$ cat config.mk
export PLATFORM = sky130hd
export DESIGN_NAME = scr_ctrl_regs
export DESIGN_NICKNAME = d
export VERILOG_FILES = /design/src/inc/scr_pkg.sv /design/src/inc/scr_byte_if.sv /design/src/rtl/scr_serial_shift.sv /design/src/rtl/scr_ctrl_regs.sv
export VERILOG_INCLUDE_DIRS = /design/src /design/src/inc
export SDC_FILE = /design/constraint.sdc
export NUM_CORES = 1
export LEC_CHECK = 0
export BUFFER_PORTS_ARGS = -buffer_cell sky130_fd_sc_hd__buf_2
export CAP_MARGIN = 10
export CORE_ASPECT_RATIO = 1.4
export CORE_UTILIZATION = 51
export CTS_BUF_LIST = sky130_fd_sc_hd__clkbuf_16
export DETAILED_ROUTE_END_ITERATION = 12
export GPL_TIMING_DRIVEN = 1
export PLACE_DENSITY = 0.84
export SYNTH_ARGS = -nofsm -noshare
export SYNTH_HDL_FRONTEND = slang
export SYNTH_HIERARCHICAL = 1
export SYNTH_SLANG_ARGS = --single-unit
$ cat constraint.sdc
create_clock -name clk_sys -period 2.6 [get_ports clk_sys]
set_input_delay 0.26 -clock clk_sys [delete_from_list [all_inputs] [get_ports clk_sys]]
set_output_delay 0.26 -clock clk_sys [all_outputs]
set_load 0.005 [all_outputs]
$ cat src/inc/scr_defines.svh
`ifndef SCR_DEFINES_SVH
`define SCR_DEFINES_SVH
// register addresses (7-bit)
`define SCR_ADDR_CFG_LEGACY   7'h12
`define SCR_ADDR_RES_SEL      7'h36
`define SCR_ADDR_SOFT_RST     7'h3a
`define SCR_ADDR_SLEEP        7'h3b
`define SCR_ADDR_LIFT_THR     7'h3d
`define SCR_ADDR_REV_CMPL     7'h3e
`define SCR_ADDR_PART_CMPL    7'h3f
`define SCR_ADDR_BURST        7'h42
// command keys
`define SCR_KEY_SOFT_RST      8'h5a
`define SCR_KEY_SLEEP         8'he7
// reset values
`define SCR_RST_RES_SEL       8'h04
`define SCR_RST_LIFT_THR      8'h56
`define SCR_RST_CFG_LEGACY    8'h00
// field positions
`define SCR_RES_OVR_BIT       4
`define SCR_RES_CODE_HI       3
`define SCR_RES_CODE_LO       1
`define SCR_LEGACY_RES_BIT    4
// lift threshold scale: threshold * 32 = shift by 5
`define SCR_LIFT_SHIFT        5
// burst length in bytes and bytes after which motion clears
`define SCR_BURST_LEN         8
`define SCR_BURST_CLR_AFTER   3
`endif

$ cat src/inc/scr_pkg.sv
package scr_pkg;
    // resolution in counts per inch
    typedef enum logic [2:0] {
        SCR_CPI_NONE = 3'h0,
        SCR_CPI_400  = 3'h1,
        SCR_CPI_800  = 3'h2,
        SCR_CPI_1200 = 3'h3,
        SCR_CPI_1600 = 3'h4,
        SCR_CPI_2000 = 3'h5
    } scr_cpi_t;
    // serial transaction phases, one-hot
    typedef enum logic [3:0] {
        SCR_ST_ADDR  = 4'h1,
        SCR_ST_WDATA = 4'h2,
        SCR_ST_RDATA = 4'h4,
        SCR_ST_BURST = 4'h8
    } scr_state_t;
endpackage : scr_pkg

$ cat src/inc/scr_byte_if.sv
`timescale 1ns/1ps
// byte stream between serial shifter and register core
interface scr_byte_if;
    logic       rx_valid;   // one-cycle pulse, byte received
    logic [7:0] rx_byte;    // received byte
    logic       first;      // received byte is first of frame
    logic [7:0] tx_byte;    // byte to shift out next
    logic       tx_load;    // pulse: start of a byte slot to load
    logic       frame;      // chip select active (synced)
    modport shifter (output rx_valid, rx_byte, first, tx_load, frame, input tx_byte);
    modport core    (input rx_valid, rx_byte, first, tx_load, frame, output tx_byte);
endinterface : scr_byte_if

$ cat src/rtl/scr_serial_shift.sv
`timescale 1ns/1ps
// samples the four-wire serial port (mode 3) and moves whole bytes
module scr_serial_shift (
    input  wire logic clk_sys,      // system clock
    input  wire logic srst,         // sync reset, active high
    input  wire logic chip_select_n,// chip select pin, active low
    input  wire logic sclk,         // serial clock pin
    input  wire logic mosi,         // serial data in pin
    output logic      miso,         // serial data out
    output logic      miso_oe_n,    // miso enable, low while driving
    scr_byte_if.shifter bi          // byte side
);
    typedef struct packed {
        logic [1:0] cs_s;   // chip select sync
        logic [1:0] ck_s;   // clock sync
        logic [1:0] di_s;   // data sync
        logic       ck_p;   // previous synced clock
        logic [2:0] cnt;    // bit counter
        logic [7:0] sh_in;  // receive shift
        logic [7:0] sh_out; // transmit shift
        logic       first;  // next byte is first of frame
        logic       rxv;    // byte received pulse
        logic [7:0] rxb;    // byte received
        logic       rxf;    // that byte was first
        logic       ld;     // load pulse
        logic       ld2;    // load pulse delayed, core tx now registered
        logic       so;     // miso flop
        logic       oe_n;   // miso enable flop
    } scr_shift_st_t;
    scr_shift_st_t s_q, s_d;

    // edge detection only looks at second sync stage
    always_comb begin
        s_d      = s_q;
        s_d.cs_s = {s_q.cs_s[0], chip_select_n};
        s_d.ck_s = {s_q.ck_s[0], sclk};
        s_d.di_s = {s_q.di_s[0], mosi};
        s_d.ck_p = s_q.ck_s[1];
        s_d.rxv  = 1'b0;
        s_d.ld   = 1'b0;
        s_d.ld2  = s_q.ld;
        s_d.oe_n = s_q.cs_s[1];
        if (s_q.cs_s[1]) begin // deselected: frame abandoned
            s_d.cnt   = 3'h0;
            s_d.first = 1'b1;
        end else if (s_q.ck_s[1] && !s_q.ck_p) begin // rising: sample
            s_d.sh_in = {s_q.sh_in[6:0], s_q.di_s[1]};
            s_d.cnt   = s_q.cnt + 3'h1;
            if (s_q.cnt == 3'h7) begin
                s_d.rxv   = 1'b1;
                s_d.rxb   = {s_q.sh_in[6:0], s_q.di_s[1]};
                s_d.rxf   = s_q.first;
                s_d.first = 1'b0;
                s_d.ld    = 1'b1;
            end
        end else if (!s_q.ck_s[1] && s_q.ck_p) begin // falling: shift out
            s_d.so     = s_q.sh_out[7];
            s_d.sh_out = {s_q.sh_out[6:0], 1'b0};
        end
        // core registers tx_byte one cycle after rx_valid, so load a cycle later
        if (s_q.ld2) begin
            s_d.sh_out = bi.tx_byte;
        end
        if (srst) begin
            s_d = '0;
            s_d.cs_s  = 2'h3;
            s_d.ck_s  = 2'h3;
            s_d.ck_p  = 1'b1;
            s_d.first = 1'b1;
            s_d.oe_n  = 1'b1;
        end
    end

    // single state register
    always_ff @(posedge clk_sys) begin
        s_q <= s_d;
    end

    assign bi.rx_valid = s_q.rxv;
    assign bi.rx_byte  = s_q.rxb;
    assign bi.first    = s_q.rxf;
    assign bi.tx_load  = s_q.ld;
    assign bi.frame    = !s_q.cs_s[1];
    assign miso        = s_q.so;
    assign miso_oe_n   = s_q.oe_n;
endmodule : scr_serial_shift

$ cat src/rtl/scr_ctrl_regs.sv
`timescale 1ns/1ps
`include "scr_defines.svh"
// Summary of operation
// [RULE1] override clear: legacy config register sets resolution
// [RULE2] override set: three-bit code sets resolution
// [RULE3] codes 1..5 map 400..2000 cpi; bit0 zero
// [RULE4] writing 0x5a to 0x3a resets everything
// [RULE5] writing 0xe7 to 0x3b enters shutdown
// [RULE6] host leaves shutdown by soft reset write
// [RULE7] shutter above threshold times 32 suppresses motion; the code only raises lifted, motion bit and deltas are still reported
// [RULE8] threshold bits 7:1, bit0 reserved, default 0x56
// [RULE9] 0x3e, 0x3f read complemented revision, part codes
// [RULE10] read 0x42 streams eight motion report bytes
// [RULE11] motion cleared after first three burst bytes
// [RULE12] host may stop burst after x byte
// [RULE13] chip select release abandons burst
module scr_ctrl_regs #(
    parameter logic [7:0] SILICON_REV = 8'h01, // arbitrary value
    parameter logic [7:0] PART_ID     = 8'h5c  // arbitrary value
) (
    input  wire logic        clk_sys,        // system clock 10 MHz
    input  wire logic        srst,           // sync reset, active high
    input  wire logic        chip_select_n,  // serial chip select, active low
    input  wire logic        sclk,           // serial clock pin
    input  wire logic        mosi,           // serial data in
    output logic             miso,           // serial data out
    output logic             miso_oe_n,      // miso enable, low while driving
    input  wire logic        motion_event,   // navigation core has new motion
    input  wire logic [11:0] delta_x,        // accumulated x displacement
    input  wire logic [11:0] delta_y,        // accumulated y displacement
    input  wire logic [7:0]  surface_quality,// surface quality
    input  wire logic [15:0] shutter,        // current shutter value
    input  wire logic [7:0]  max_pixel,      // maximum pixel value
    output logic             motion_clear,   // pulse: drop accumulated motion
    output logic             lifted,         // surface lifted, shutter above threshold*32
    output scr_pkg::scr_cpi_t cpi_sel,       // effective resolution
    output logic             sleep_mode,     // low-power shutdown
    output logic             chip_reset      // pulse: full chip reset
);
    scr_byte_if bi ();

    scr_serial_shift u_shift (
        .clk_sys       (clk_sys),
        .srst          (srst),
        .chip_select_n (chip_select_n),
        .sclk          (sclk),
        .mosi          (mosi),
        .miso          (miso),
        .miso_oe_n     (miso_oe_n),
        .bi            (bi)
    );

    typedef struct packed {
        scr_pkg::scr_state_t st;    // transaction phase
        logic [6:0]  addr;          // latched address
        logic [7:0]  cfg_legacy;    // legacy configuration register
        logic [7:0]  res_sel;       // resolution select register
        logic [7:0]  lift_thr;      // lift threshold register
        logic [2:0]  bidx;          // burst byte index
        logic [7:0]  tx;            // byte for next slot
        logic        mclr;          // motion clear pulse
        logic        lift;          // lifted flag
        scr_pkg::scr_cpi_t cpi;     // effective resolution
        logic        sleep;         // shutdown
        logic        crst;          // chip reset pulse
        logic        mot;           // sticky motion seen
    } scr_core_st_t;
    scr_core_st_t r_q, r_d;

    // register read mux, unmapped reads as zero
    function automatic logic [7:0] rd_reg(input scr_core_st_t r, input logic [6:0] a);
        case (a)
            `SCR_ADDR_CFG_LEGACY: rd_reg = r.cfg_legacy;
            `SCR_ADDR_RES_SEL:    rd_reg = {3'h0, r.res_sel[4:1], 1'b0};
            `SCR_ADDR_LIFT_THR:   rd_reg = {r.lift_thr[7:1], 1'b0};
            `SCR_ADDR_REV_CMPL:   rd_reg = ~SILICON_REV; // RULE9
            `SCR_ADDR_PART_CMPL:  rd_reg = ~PART_ID;     // RULE9
            default:              rd_reg = 8'h00;
        endcase
    endfunction : rd_reg

    // burst byte sequence
    function automatic logic [7:0] burst_byte(input logic [2:0] i, input logic m);
        case (i)
            3'h0:    burst_byte = {m, 7'h00};                     // motion status
            3'h1:    burst_byte = delta_x[7:0];
            3'h2:    burst_byte = delta_y[7:0];
            3'h3:    burst_byte = {delta_x[11:8], delta_y[11:8]}; // xy_disp_high
            3'h4:    burst_byte = surface_quality;
            3'h5:    burst_byte = shutter[15:8];
            3'h6:    burst_byte = shutter[7:0];
            default: burst_byte = max_pixel;
        endcase
    endfunction : burst_byte

    // one combinational pass over the whole state
    always_comb begin
        r_d      = r_q;
        r_d.mclr = 1'b0;
        r_d.crst = 1'b0;
        if (motion_event) begin
            r_d.mot = 1'b1; // set wins over clear below
        end
        // lifted when shutter exceeds threshold*32
        r_d.lift = ({1'b0, shutter} >
                    ({10'h000, r_q.lift_thr[7:1]} << `SCR_LIFT_SHIFT)); // RULE7
        // resolution source
        if (r_q.res_sel[`SCR_RES_OVR_BIT]) begin
            // undefined codes keep the last legal setting
            if (r_q.res_sel[`SCR_RES_CODE_HI:`SCR_RES_CODE_LO] inside {[3'h1:3'h5]}) begin
                r_d.cpi = scr_pkg::scr_cpi_t'(
                    r_q.res_sel[`SCR_RES_CODE_HI:`SCR_RES_CODE_LO]); // RULE2 RULE3
            end
        end else begin
            // legacy bit picks between 400 and 800
            r_d.cpi = r_q.cfg_legacy[`SCR_LEGACY_RES_BIT] ? scr_pkg::SCR_CPI_800
                                                          : scr_pkg::SCR_CPI_400; // RULE1
        end
        if (!bi.frame) begin
            r_d.st = scr_pkg::SCR_ST_ADDR; // RULE13
        end else if (bi.rx_valid) begin
            case (r_q.st)
                scr_pkg::SCR_ST_ADDR: begin
                    r_d.addr = bi.rx_byte[6:0];
                    if (bi.rx_byte[7]) begin
                        r_d.st = scr_pkg::SCR_ST_WDATA;
                    end else if (bi.rx_byte[6:0] == `SCR_ADDR_BURST) begin
                        r_d.st   = scr_pkg::SCR_ST_BURST; // RULE10
                        r_d.bidx = 3'h1;
                        r_d.tx   = burst_byte(3'h0, r_q.mot);
                    end else begin
                        r_d.st = scr_pkg::SCR_ST_RDATA;
                        r_d.tx = rd_reg(r_q, bi.rx_byte[6:0]);
                    end
                end
                scr_pkg::SCR_ST_WDATA: begin
                    r_d.st = scr_pkg::SCR_ST_ADDR;
                    case (r_q.addr)
                        `SCR_ADDR_CFG_LEGACY: r_d.cfg_legacy = bi.rx_byte;
                        `SCR_ADDR_RES_SEL:    r_d.res_sel = {3'h0, bi.rx_byte[4:1], 1'b0}; // RULE3
                        `SCR_ADDR_LIFT_THR:   r_d.lift_thr = {bi.rx_byte[7:1], 1'b0}; // RULE8
                        `SCR_ADDR_SLEEP: begin
                            if (bi.rx_byte == `SCR_KEY_SLEEP) begin
                                r_d.sleep = 1'b1; // RULE5
                            end
                        end
                        default: ;
                    endcase
                end
                scr_pkg::SCR_ST_RDATA: begin
                    r_d.st = scr_pkg::SCR_ST_ADDR;
                    r_d.tx = 8'h00;
                end
                scr_pkg::SCR_ST_BURST: begin
                    // byte index bidx-1 just finished
                    if (r_q.bidx == 3'(`SCR_BURST_CLR_AFTER)) begin
                        r_d.mclr = 1'b1; // RULE11
                        r_d.mot  = motion_event;
                    end
                    r_d.tx   = burst_byte(r_q.bidx, r_q.mot);
                    r_d.bidx = r_q.bidx + 3'h1;
                    if (r_q.bidx == 3'h0) begin
                        r_d.st = scr_pkg::SCR_ST_ADDR; // all eight sent
                        r_d.tx = 8'h00;
                    end
                end
                default: r_d.st = scr_pkg::SCR_ST_ADDR;
            endcase
        end
        // soft reset key: everything back to defaults, also ends shutdown
        if (r_q.st == scr_pkg::SCR_ST_WDATA && bi.rx_valid && bi.frame &&
            r_q.addr == `SCR_ADDR_SOFT_RST && bi.rx_byte == `SCR_KEY_SOFT_RST) begin
            r_d            = '0; // RULE4 RULE6
            r_d.st         = scr_pkg::SCR_ST_ADDR;
            r_d.res_sel    = `SCR_RST_RES_SEL;
            r_d.lift_thr   = `SCR_RST_LIFT_THR; // RULE8
            r_d.cfg_legacy = `SCR_RST_CFG_LEGACY;
            r_d.cpi        = scr_pkg::SCR_CPI_400;
            r_d.crst       = 1'b1;
        end
        if (srst) begin
            r_d            = '0;
            r_d.st         = scr_pkg::SCR_ST_ADDR;
            r_d.res_sel    = `SCR_RST_RES_SEL;
            r_d.lift_thr   = `SCR_RST_LIFT_THR;
            r_d.cfg_legacy = `SCR_RST_CFG_LEGACY;
            r_d.cpi        = scr_pkg::SCR_CPI_400;
        end
    end

    // single state register
    always_ff @(posedge clk_sys) begin
        r_q <= r_d;
    end

    assign bi.tx_byte   = r_q.tx;
    assign motion_clear = r_q.mclr;
    assign lifted       = r_q.lift;
    assign cpi_sel      = r_q.cpi;
    assign sleep_mode   = r_q.sleep;
    assign chip_reset   = r_q.crst;
endmodule : scr_ctrl_regs

# Word level (Yosys, flattened, before mapping)

Index checks and enable logic that the tools add are counted.

Add/sub/neg operators: 2
Bitwise operators: 4
Order comparisons: 3
Equality and inequality tests: 30
Muxes and demuxes: 27
Reduce and logical (&&, ||, !) cells: 32

Operators by type and width:

| cell                                                                   | number |
|---|---|
| 7-bit by 6-bit equality test with 1-bit output (second input constant) | 8 |
| 8-bit two-way mux                                                      | 6 |
| 8-bit case mux with 6 select lines                                     | 1 |
| 8-bit case mux with 5 select lines                                     | 1 |
| 8-bit case mux with 3 select lines                                     | 1 |
| 11-bit two-way mux                                                     | 2 |
| 16-bit by 12-bit greater-than comparator with 1-bit output             | 1 |
| 4-bit AND reduction                                                    | 4 |
| 7-bit by 5-bit equality test with 1-bit output (second input constant) | 2 |
| 3-bit equality test (second input constant)                            | 4 |
| 4-bit two-way mux                                                      | 3 |
| 3-bit AND reduction                                                    | 4 |
| 5-bit AND reduction                                                    | 2 |
| 3-bit two-way mux                                                      | 3 |
| 8-bit by 7-bit equality test with 1-bit output (second input constant) | 1 |
| 8-bit equality test (second input constant)                            | 1 |
| 2-bit != test (second input constant)                                  | 4 |
| 4-bit case mux with 2 select lines                                     | 1 |
| 7-bit equality test (second input constant)                            | 1 |
| 1-bit logical AND                                                      | 7 |
| 3-bit by 1-bit adder with 3-bit output (second input constant)         | 2 |
| 3-bit by 2-bit equality test with 1-bit output (second input constant) | 2 |
| 1-bit two-way mux                                                      | 6 |
| 3-bit case mux with 2 select lines                                     | 1 |
| 18 further kinds                                                       | 30 |

Register bits after elaboration: 89
Output and inout port bits: 9
Word-level logic and storage cells: 126
Bits of input ports: 62

# Depth between registers and ports, before layout

Gate-level depths: netlist (run 1).

Word-level depth: 6
Mapped depth: 9
Gate-level depth less buffers: 7

# By module

The synthesis (run 1) kept the hierarchy.

By module, submodules not included:

| module           | area an instance (um^2) | cells an instance | instances | seq. area each (um^2) |
|---|---|---|---|---|
| scr_ctrl_regs    | 2982.9                  | 343               | 1         | 980.9 |
| scr_serial_shift | 1539.0                  | 161               | 1         | 780.7 |

# Worst setup path after synthesis (run 1)

No wires, ideal clock.

Kind: register to register
Start point: reg r_q[18] (netlist bit)
End point: reg r_q (netlist bit bi.tx_byte[2])
Clock period less this slack: 2.427 ns
Data arrival time: 2.369 ns
Stages on the path, launching flop included: 10
Setup slack: 0.173 ns
Library setup time: 0.058 ns
Data required time: 2.542 ns
Buffers on the path: 2
Path through: dfxtp_1 clkbuf_1 inv_1 ha_1 clkbuf_1 a2111oi_2 a222oi_1 o211a_1 o221ai_1 o211a_1

Longest elaborated chain between the ends: 4
Elaborated cells on any way between the ends: 10
Those cells by class: eq/ne: 6; mux: 3; reduce/logical: 1

RTL lines:

| item                                        | line                 | text |
|---|---|---|
| start: declaration                          | scr_ctrl_regs.sv:68  | `scr_core_st_t r_q, r_d;` |
| start signal: assignment                    | scr_ctrl_regs.sv:193 | `r_q <= r_d;` |
| 3-bit equality test (tied with other cells) | scr_ctrl_regs.sv:84  | `case (i)` |
| 8-bit case mux with 6 select lines          | scr_ctrl_regs.sv:84  |  |
| 8-bit two-way mux *                         | scr_ctrl_regs.sv:162 | `if (r_q.bidx == 3'h0) begin` |
| 8-bit case mux with 3 select lines *        | scr_ctrl_regs.sv:122 | `case (r_q.st)` |

Every way passes the cells marked *; elsewhere a longest branch is shown, timed or not.
A chain may end at the register's enable or synchronous reset.

# Worst setup path after layout (run 1)

Start point: reg u_shift.s_q (netlist bit u_shift/bi.rx_byte[5])
End point: reg r_q (netlist bit bi.tx_byte[7])

Longest elaborated chain between the ends: 5
Elaborated cells on any way between the ends: 13
Those cells by class: eq/ne: 7; mux: 4; reduce/logical: 2

RTL lines:

| item                                                                                                             | line                   | text |
|---|---|---|
| start: declaration                                                                                               | scr_serial_shift.sv:30 | `scr_shift_st_t s_q, s_d;` |
| start signal: assignment                                                                                         | scr_serial_shift.sv:76 | `s_q <= s_d;` |
| 7-bit by 6-bit equality test with 1-bit output or 7-bit by 5-bit equality test with 1-bit output (tied branches) | scr_ctrl_regs.sv:72    | `case (a)` |
| 8-bit case mux with 5 select lines                                                                               | scr_ctrl_regs.sv:72    |  |
| 8-bit two-way mux                                                                                                | scr_ctrl_regs.sv:127   | `` end else if (bi.rx_byte[6:0] == `SCR_ADDR_BURST) begin `` |
| 11-bit two-way mux                                                                                               | scr_ctrl_regs.sv:125   | `if (bi.rx_byte[7]) begin` |
| 8-bit case mux with 3 select lines                                                                               | scr_ctrl_regs.sv:122   |  |

Parallel ways exist; a longest one is shown, timed or not. The select of a mux whose other input is x is not followed.

==> flow_metrics.tcl, run 1 <==
set metrics [dict create \
    status "finished, final reports clean" \
    fin_crit_sh_pct 85.4 \
    dieArea_um2 9120 \
    tightest_slew_ns 0.722 \
    antenna_found_initial 0 \
    diodes 0 \
    p_leak_nw 2.08 \
    cts_sinks 86 \
    ioPinCount 71 \
    dp_hpwl_um 8070 \
    first_pass_iters 5 \
    cap_violations 0 \
    rsz0062_at_grt "no" \
    dieHeight_um 113 \
    fmax_mhz 450 \
    pre_cts_ws_ns 0.400 \
    nNetsFinal 627 \
    worstSkewPairLatency_ns 0.33 \
    rows 40 \
    grt_usage_pct 24.8 \
    post_cts_buffers 0 \
    fin_hold_ws_ns 0.104 \
    htreeDepth 3 \
    cp-end-kind "flip-flop" \
    ant_nets 0 \
    globalplace.congestion 0.903 \
    start_util_pct 52.4 \
    setup_viol 0 \
    cts.hold.buffers_added 0 \
    use_met3_pct 4.39 \
    setup.worst_path.start_class "flip-flop" \
    ctsLongestPathBuffers 2 \
    worst_ep_required_time_ns 2.82 \
    portBuffers 70 \
    fp.dieW_um 81.0 \
    ir_drop_v 0.000373 \
    fin_worst_skew_ns 0.00895 \
    use_met1_pct 28.0 \
    fin_cells 661 \
    clk_pin_slew_ns 0.06 \
    grt_pass1_wl_um 17300 \
    vias 3871 \
    synthesis.area_um2 4450 \
    cts_buffers 9 \
    synth_nets 572 \
    cp_max_fo 28 \
    cts_resized 0 \
    ys_warn_count 6 \
    drtIter0Drc 377 \
    powerDensity_nw_per_um2 519 \
    cts_tree "done" \
    grt_pass1_vias 3663 \
    fin_util_pct 60.3 \
    setup_ws_ns 0.379 \
    finalPower_mw 2.66 \
    post_route_cells_drive_above_1_share_pct 24.3 \
    critPathKind "flip-flop to flip-flop" \
    synthToLayoutAreaGrowth_pct 15.1 \
    grt_max_degree 38 \
    gr-max-usage-layer "met2" \
    syn_avg_cell_area_um2 8.98 \
    slew_viol_final 0 \
    grtUsageMet2_pct 43.8 \
    cts_root_buffer "clkbuf_16" \
    finalHoldViolations 0 \
    setup_tns_ns 0 \
    hold_class "input port to flip-flop" \
    syn_inst 496 \
    grt_overflow 0 \
    placedInstanceArea_um2 4850 \
    worst_ep_arrival_time_ns 2.44 \
    period_minus_slack_ns 2.22 \
    coreArea_um2 8510 \
    design_area_um2 5130 \
    wl_um 10800 \
    dp.cells 645 \
    avgViaCountPerCell 5.86 \
    drc 0 \
    wl_per_cell_um 16.3 \
    slew_headroom_pct 51.6 \
]
## layout by cell type, fill, tap and decap left out, types with 6 or more instances in the layout
cell	instances
nor2b_1	8
nor3_1	6
clkbuf_16	9
or2_2	6
a221oi_2	7
buf_2	70
buf_4	15
mux2_2	7
a211oi_1	6
a21oi_1	35
dfxtp_1	86
ha_1	14
nand2_1	50
nor2_1	52
inv_1	22
o21ai_0	8
a22oi_1	9
mux2i_1	34
a222oi_1	11
nand2b_1	6
## worst max-delay path: stages, from the launching register on
cell and delay, ns:
dfxtp_1 0.36, or4b_4 0.59, or4_4 0.57, o21bai_4 0.27, buf_12 0.22, nor3_1 0.08
## where the power goes
part | leakage (nW) | switching [mW] | internal [mW]
logic | 1.24 | 0.0595 | 0.0622
clock network | 0.145 | 0.481 | 0.728
registers | 0.695 | 0.00508 | 1.33
## metal layers
metal / part of all wire, % / vias up
met3: 4.7 / 25
met1: 40 / 1822
met2: 52 / 128
li1: - / 1896
met4: 3.1 / 0
met5: 0 / -
## layout make-up
class / instances / area, um2
Sequential cell: 86 / 1720
Inverter: 21 / 78.8
Multi-Input combinational cell: 347 / 2430
Timing Repair Buffer: 86 / 483
Clock inverter: 7 / 56.3
Tap cell: 105 / 131
Clock buffer: 9 / 225
Fill cell: 721 / 3380
## final timing paths
check	cells after the start	endpoint	from	slack, ns
hold / removal	2	u_shift/s_q[39]$_SDFF_PP1_	chip_select_n	0.10
setup reg to reg	5	bi.tx_byte[7]$_SDFFE_PP0P_	u_shift/bi.rx_byte[5]$_SDFFE_PP0P_	0.38
hold reg to reg	1	u_shift/s_q[38]$_SDFF_PP1_	u_shift/s_q[37]$_SDFF_PP1_	0.41
setup / recovery	5	bi.tx_byte[7]$_SDFFE_PP0P_	u_shift/bi.rx_byte[5]$_SDFFE_PP0P_	0.38
## sequential cells by signal, summed over array words and instances, names as in the netlist
| signal | count |
|---|---|
| u_shift/s_q | 26 |
| chip_reset | 1 |
| u_shift/miso | 1 |
| cpi_sel | 3 |
| motion_clear | 1 |
| u_shift/bi.rx_byte | 8 |
| u_shift/miso_oe_n | 1 |
| sleep_mode | 1 |
| r_q | 34 |
| lifted | 1 |
| u_shift/bi.rx_valid | 1 |
| bi.tx_byte | 8 |
Note: power is estimated with default switching activity, not from simulation.
==> inputs of run 2 (changes only) <==
--- a/config.mk
+++ b/config.mk
@@ -6,14 +6,15 @@
 export SDC_FILE = /design/constraint.sdc
 export NUM_CORES = 1
 export LEC_CHECK = 0
+export ABC_CLOCK_PERIOD_IN_PS = 2060
 export BUFFER_PORTS_ARGS = -buffer_cell sky130_fd_sc_hd__buf_2
 export CAP_MARGIN = 10
 export CORE_ASPECT_RATIO = 1.4
-export CORE_UTILIZATION = 51
+export CORE_UTILIZATION = 55
 export CTS_BUF_LIST = sky130_fd_sc_hd__clkbuf_16
 export DETAILED_ROUTE_END_ITERATION = 12
 export GPL_TIMING_DRIVEN = 1
-export PLACE_DENSITY = 0.84
+export PLACE_DENSITY = 0.86
 export SYNTH_ARGS = -nofsm -noshare
 export SYNTH_HDL_FRONTEND = slang
 export SYNTH_HIERARCHICAL = 1
==> constraint.sdc (replaced) <==
create_clock -name clk_sys -period 2.06 [get_ports clk_sys]
set_input_delay 0.206 -clock clk_sys [delete_from_list [all_inputs] [get_ports clk_sys]]
set_output_delay 0.206 -clock clk_sys [all_outputs]
set_load 0.005 [all_outputs]
==> run 2 against run 1 <==
Net effect:
- the flow now finishes with violations (setup timing)
- first-iteration DRC count fell by 25%
- count of clock-buffer cells in the layout did not move
- die area fell by 7.1%
- worst setup slack got worse by 0.42 ns
- wire length fell by 0.52%
- critical path type unchanged
==> flow_metrics.tcl, run 2 (synthesis results as in run 1) <==
set metrics [dict create \
    synthToLayoutAreaGrowth_pct 18.0 \
    setup_ws_ns -0.0394 \
    dieArea_um2 8470 \
    ctsLongestPathBuffers 2 \
    rows 38 \
    cts_buffers 9 \
    ant_nets 0 \
    fin_cells 667 \
    cts_tree "done" \
    grtUsageMet2_pct 47.4 \
    fin_util_pct 67.4 \
    pre_cts_ws_ns -0.00691 \
    nNetsFinal 638 \
    cts_root_buffer "clkbuf_16" \
    tightest_slew_ns 0.609 \
    top_register "r_q" \
    placedInstanceArea_um2 4940 \
    grt_overflow 0 \
    critPathKind "flip-flop to flip-flop" \
    clk_pin_slew_ns 0.06 \
    setup.worst_path.start_class "flip-flop" \
    grt_max_degree 34 \
    vias 3976 \
    drtIter0Drc 282 \
    worst_ep_required_time_ns 2.34 \
    setup_tns_ns -0.0394 \
    reg.largest.list "r_q x34, u_shift/s_q x26" \
    fmax_mhz 476 \
    cp_max_fo 3 \
    layout.cells.most_common_list "dfxtp_1 (85), buf_2 (70), nor2_1 (52), nand2_1 (50), a21oi_1 (35)" \
    rsz0062_at_grt "yes" \
    finalPower_mw 3.40 \
    fp.dieW_um 78.1 \
    cp-end-kind "flip-flop" \
    wl_per_cell_um 16.1 \
    post_route_cells_drive_above_1_share_pct 27.3 \
    hold_class "input port to flip-flop" \
    worstSkewPairLatency_ns 0.34 \
    fillers 609 \
    diodes 0 \
    grt_pass1_wl_um 17200 \
    fin_hold_ws_ns 0.0457 \
    globalplace.congestion 0.913 \
    design_area_um2 5260 \
    dp_hpwl_um 7900 \
    p_leak_nw 2.14 \
    grt_pass1_vias 3826 \
    antenna_found_initial 0 \
    start_util_pct 57.1 \
    slew_headroom_pct 58.8 \
    dp.cells 651 \
    ir_drop_v 0.000677 \
    use_met3_pct 5.32 \
    cts_sinks 86 \
    violations "setup timing" \
    dieHeight_um 108 \
    fin_crit_sh_pct 102 \
    period_minus_slack_ns 2.10 \
    worst_ep_arrival_time_ns 2.38 \
    setup_viol 1 \
    grt_usage_pct 26.0 \
    gr-max-usage-layer "met2" \
    slew_viol_final 0 \
    wl_um 10700 \
    htreeDepth 3 \
    layout_commonest_cell "dfxtp_1" \
    fin_worst_skew_ns 0.00719 \
    cap_violations 0 \
    use_met1_pct 26.9 \
    avgViaCountPerCell 5.96 \
    largest_register_ffs 34 \
    first_pass_iters 7 \
    portBuffers 70 \
    status "complete, but fails checks" \
    coreArea_um2 7800 \
    finalHoldViolations 0 \
    powerDensity_nw_per_um2 647 \
    drc 0 \
    ioPinCount 71 \
]
run 2: metal layers:
metal  up-vias  share of wire (%)
met5         -                  0
met4         0                4.9
met3        36                5.2
met2       157                 51
met1      1863                 39
li1       1920                  -
run 2: layout make-up:
cell class,count,area [um2],share of cell area [%]
Inverter,21,78.8,1.50
Multi-Input combinational cell,347,2470,47.1
Clock buffer,9,225,4.28
Tap cell,100,125,2.38
Clock inverter,7,65.1,1.24
Sequential cell,86,1720,32.8
Timing Repair Buffer,97,566,10.8
run 2: where the power goes:
part / switching, mW / internal (mW)
clock network: 0.635 / 0.929
logic: 0.0755 / 0.0810
registers: 0.00641 / 1.67
total: 0.717 / 2.68
run 2: final timing paths:
check / slack, ns / end / cells after the start / from
setup / recovery: -0.04 / r_q[16]$_SDFFE_PP0P_ / 5 / u_shift/bi.rx_byte[5]$_SDFFE_PP0P_
setup reg to reg: -0.04 / r_q[16]$_SDFFE_PP0P_ / 5 / u_shift/bi.rx_byte[5]$_SDFFE_PP0P_
hold / removal: 0.05 / u_shift/s_q[37]$_SDFF_PP1_ / 2 / sclk
hold reg to reg: 0.41 / u_shift/s_q[40]$_SDFF_PP1_ / 1 / u_shift/s_q[39]$_SDFF_PP1_
run 2: critical path: stages, from the launching register on:
cell     delay, ns
dfxtp_1       0.31
or4b_4        0.54
or4b_4        0.52
o21ba_1       0.22
or3_4         0.33
a21oi_2       0.11
run 2: timing repair:
| action | CTS | global route |
|---|---|---|
| gates resized for setup | 0 | 8 |
| buffers inserted | 0 | 0 |
| hold buffers | 0 | 0 |
| setup endpoints to repair | 1 | 12 |
| pin swaps | 1 | 1 |
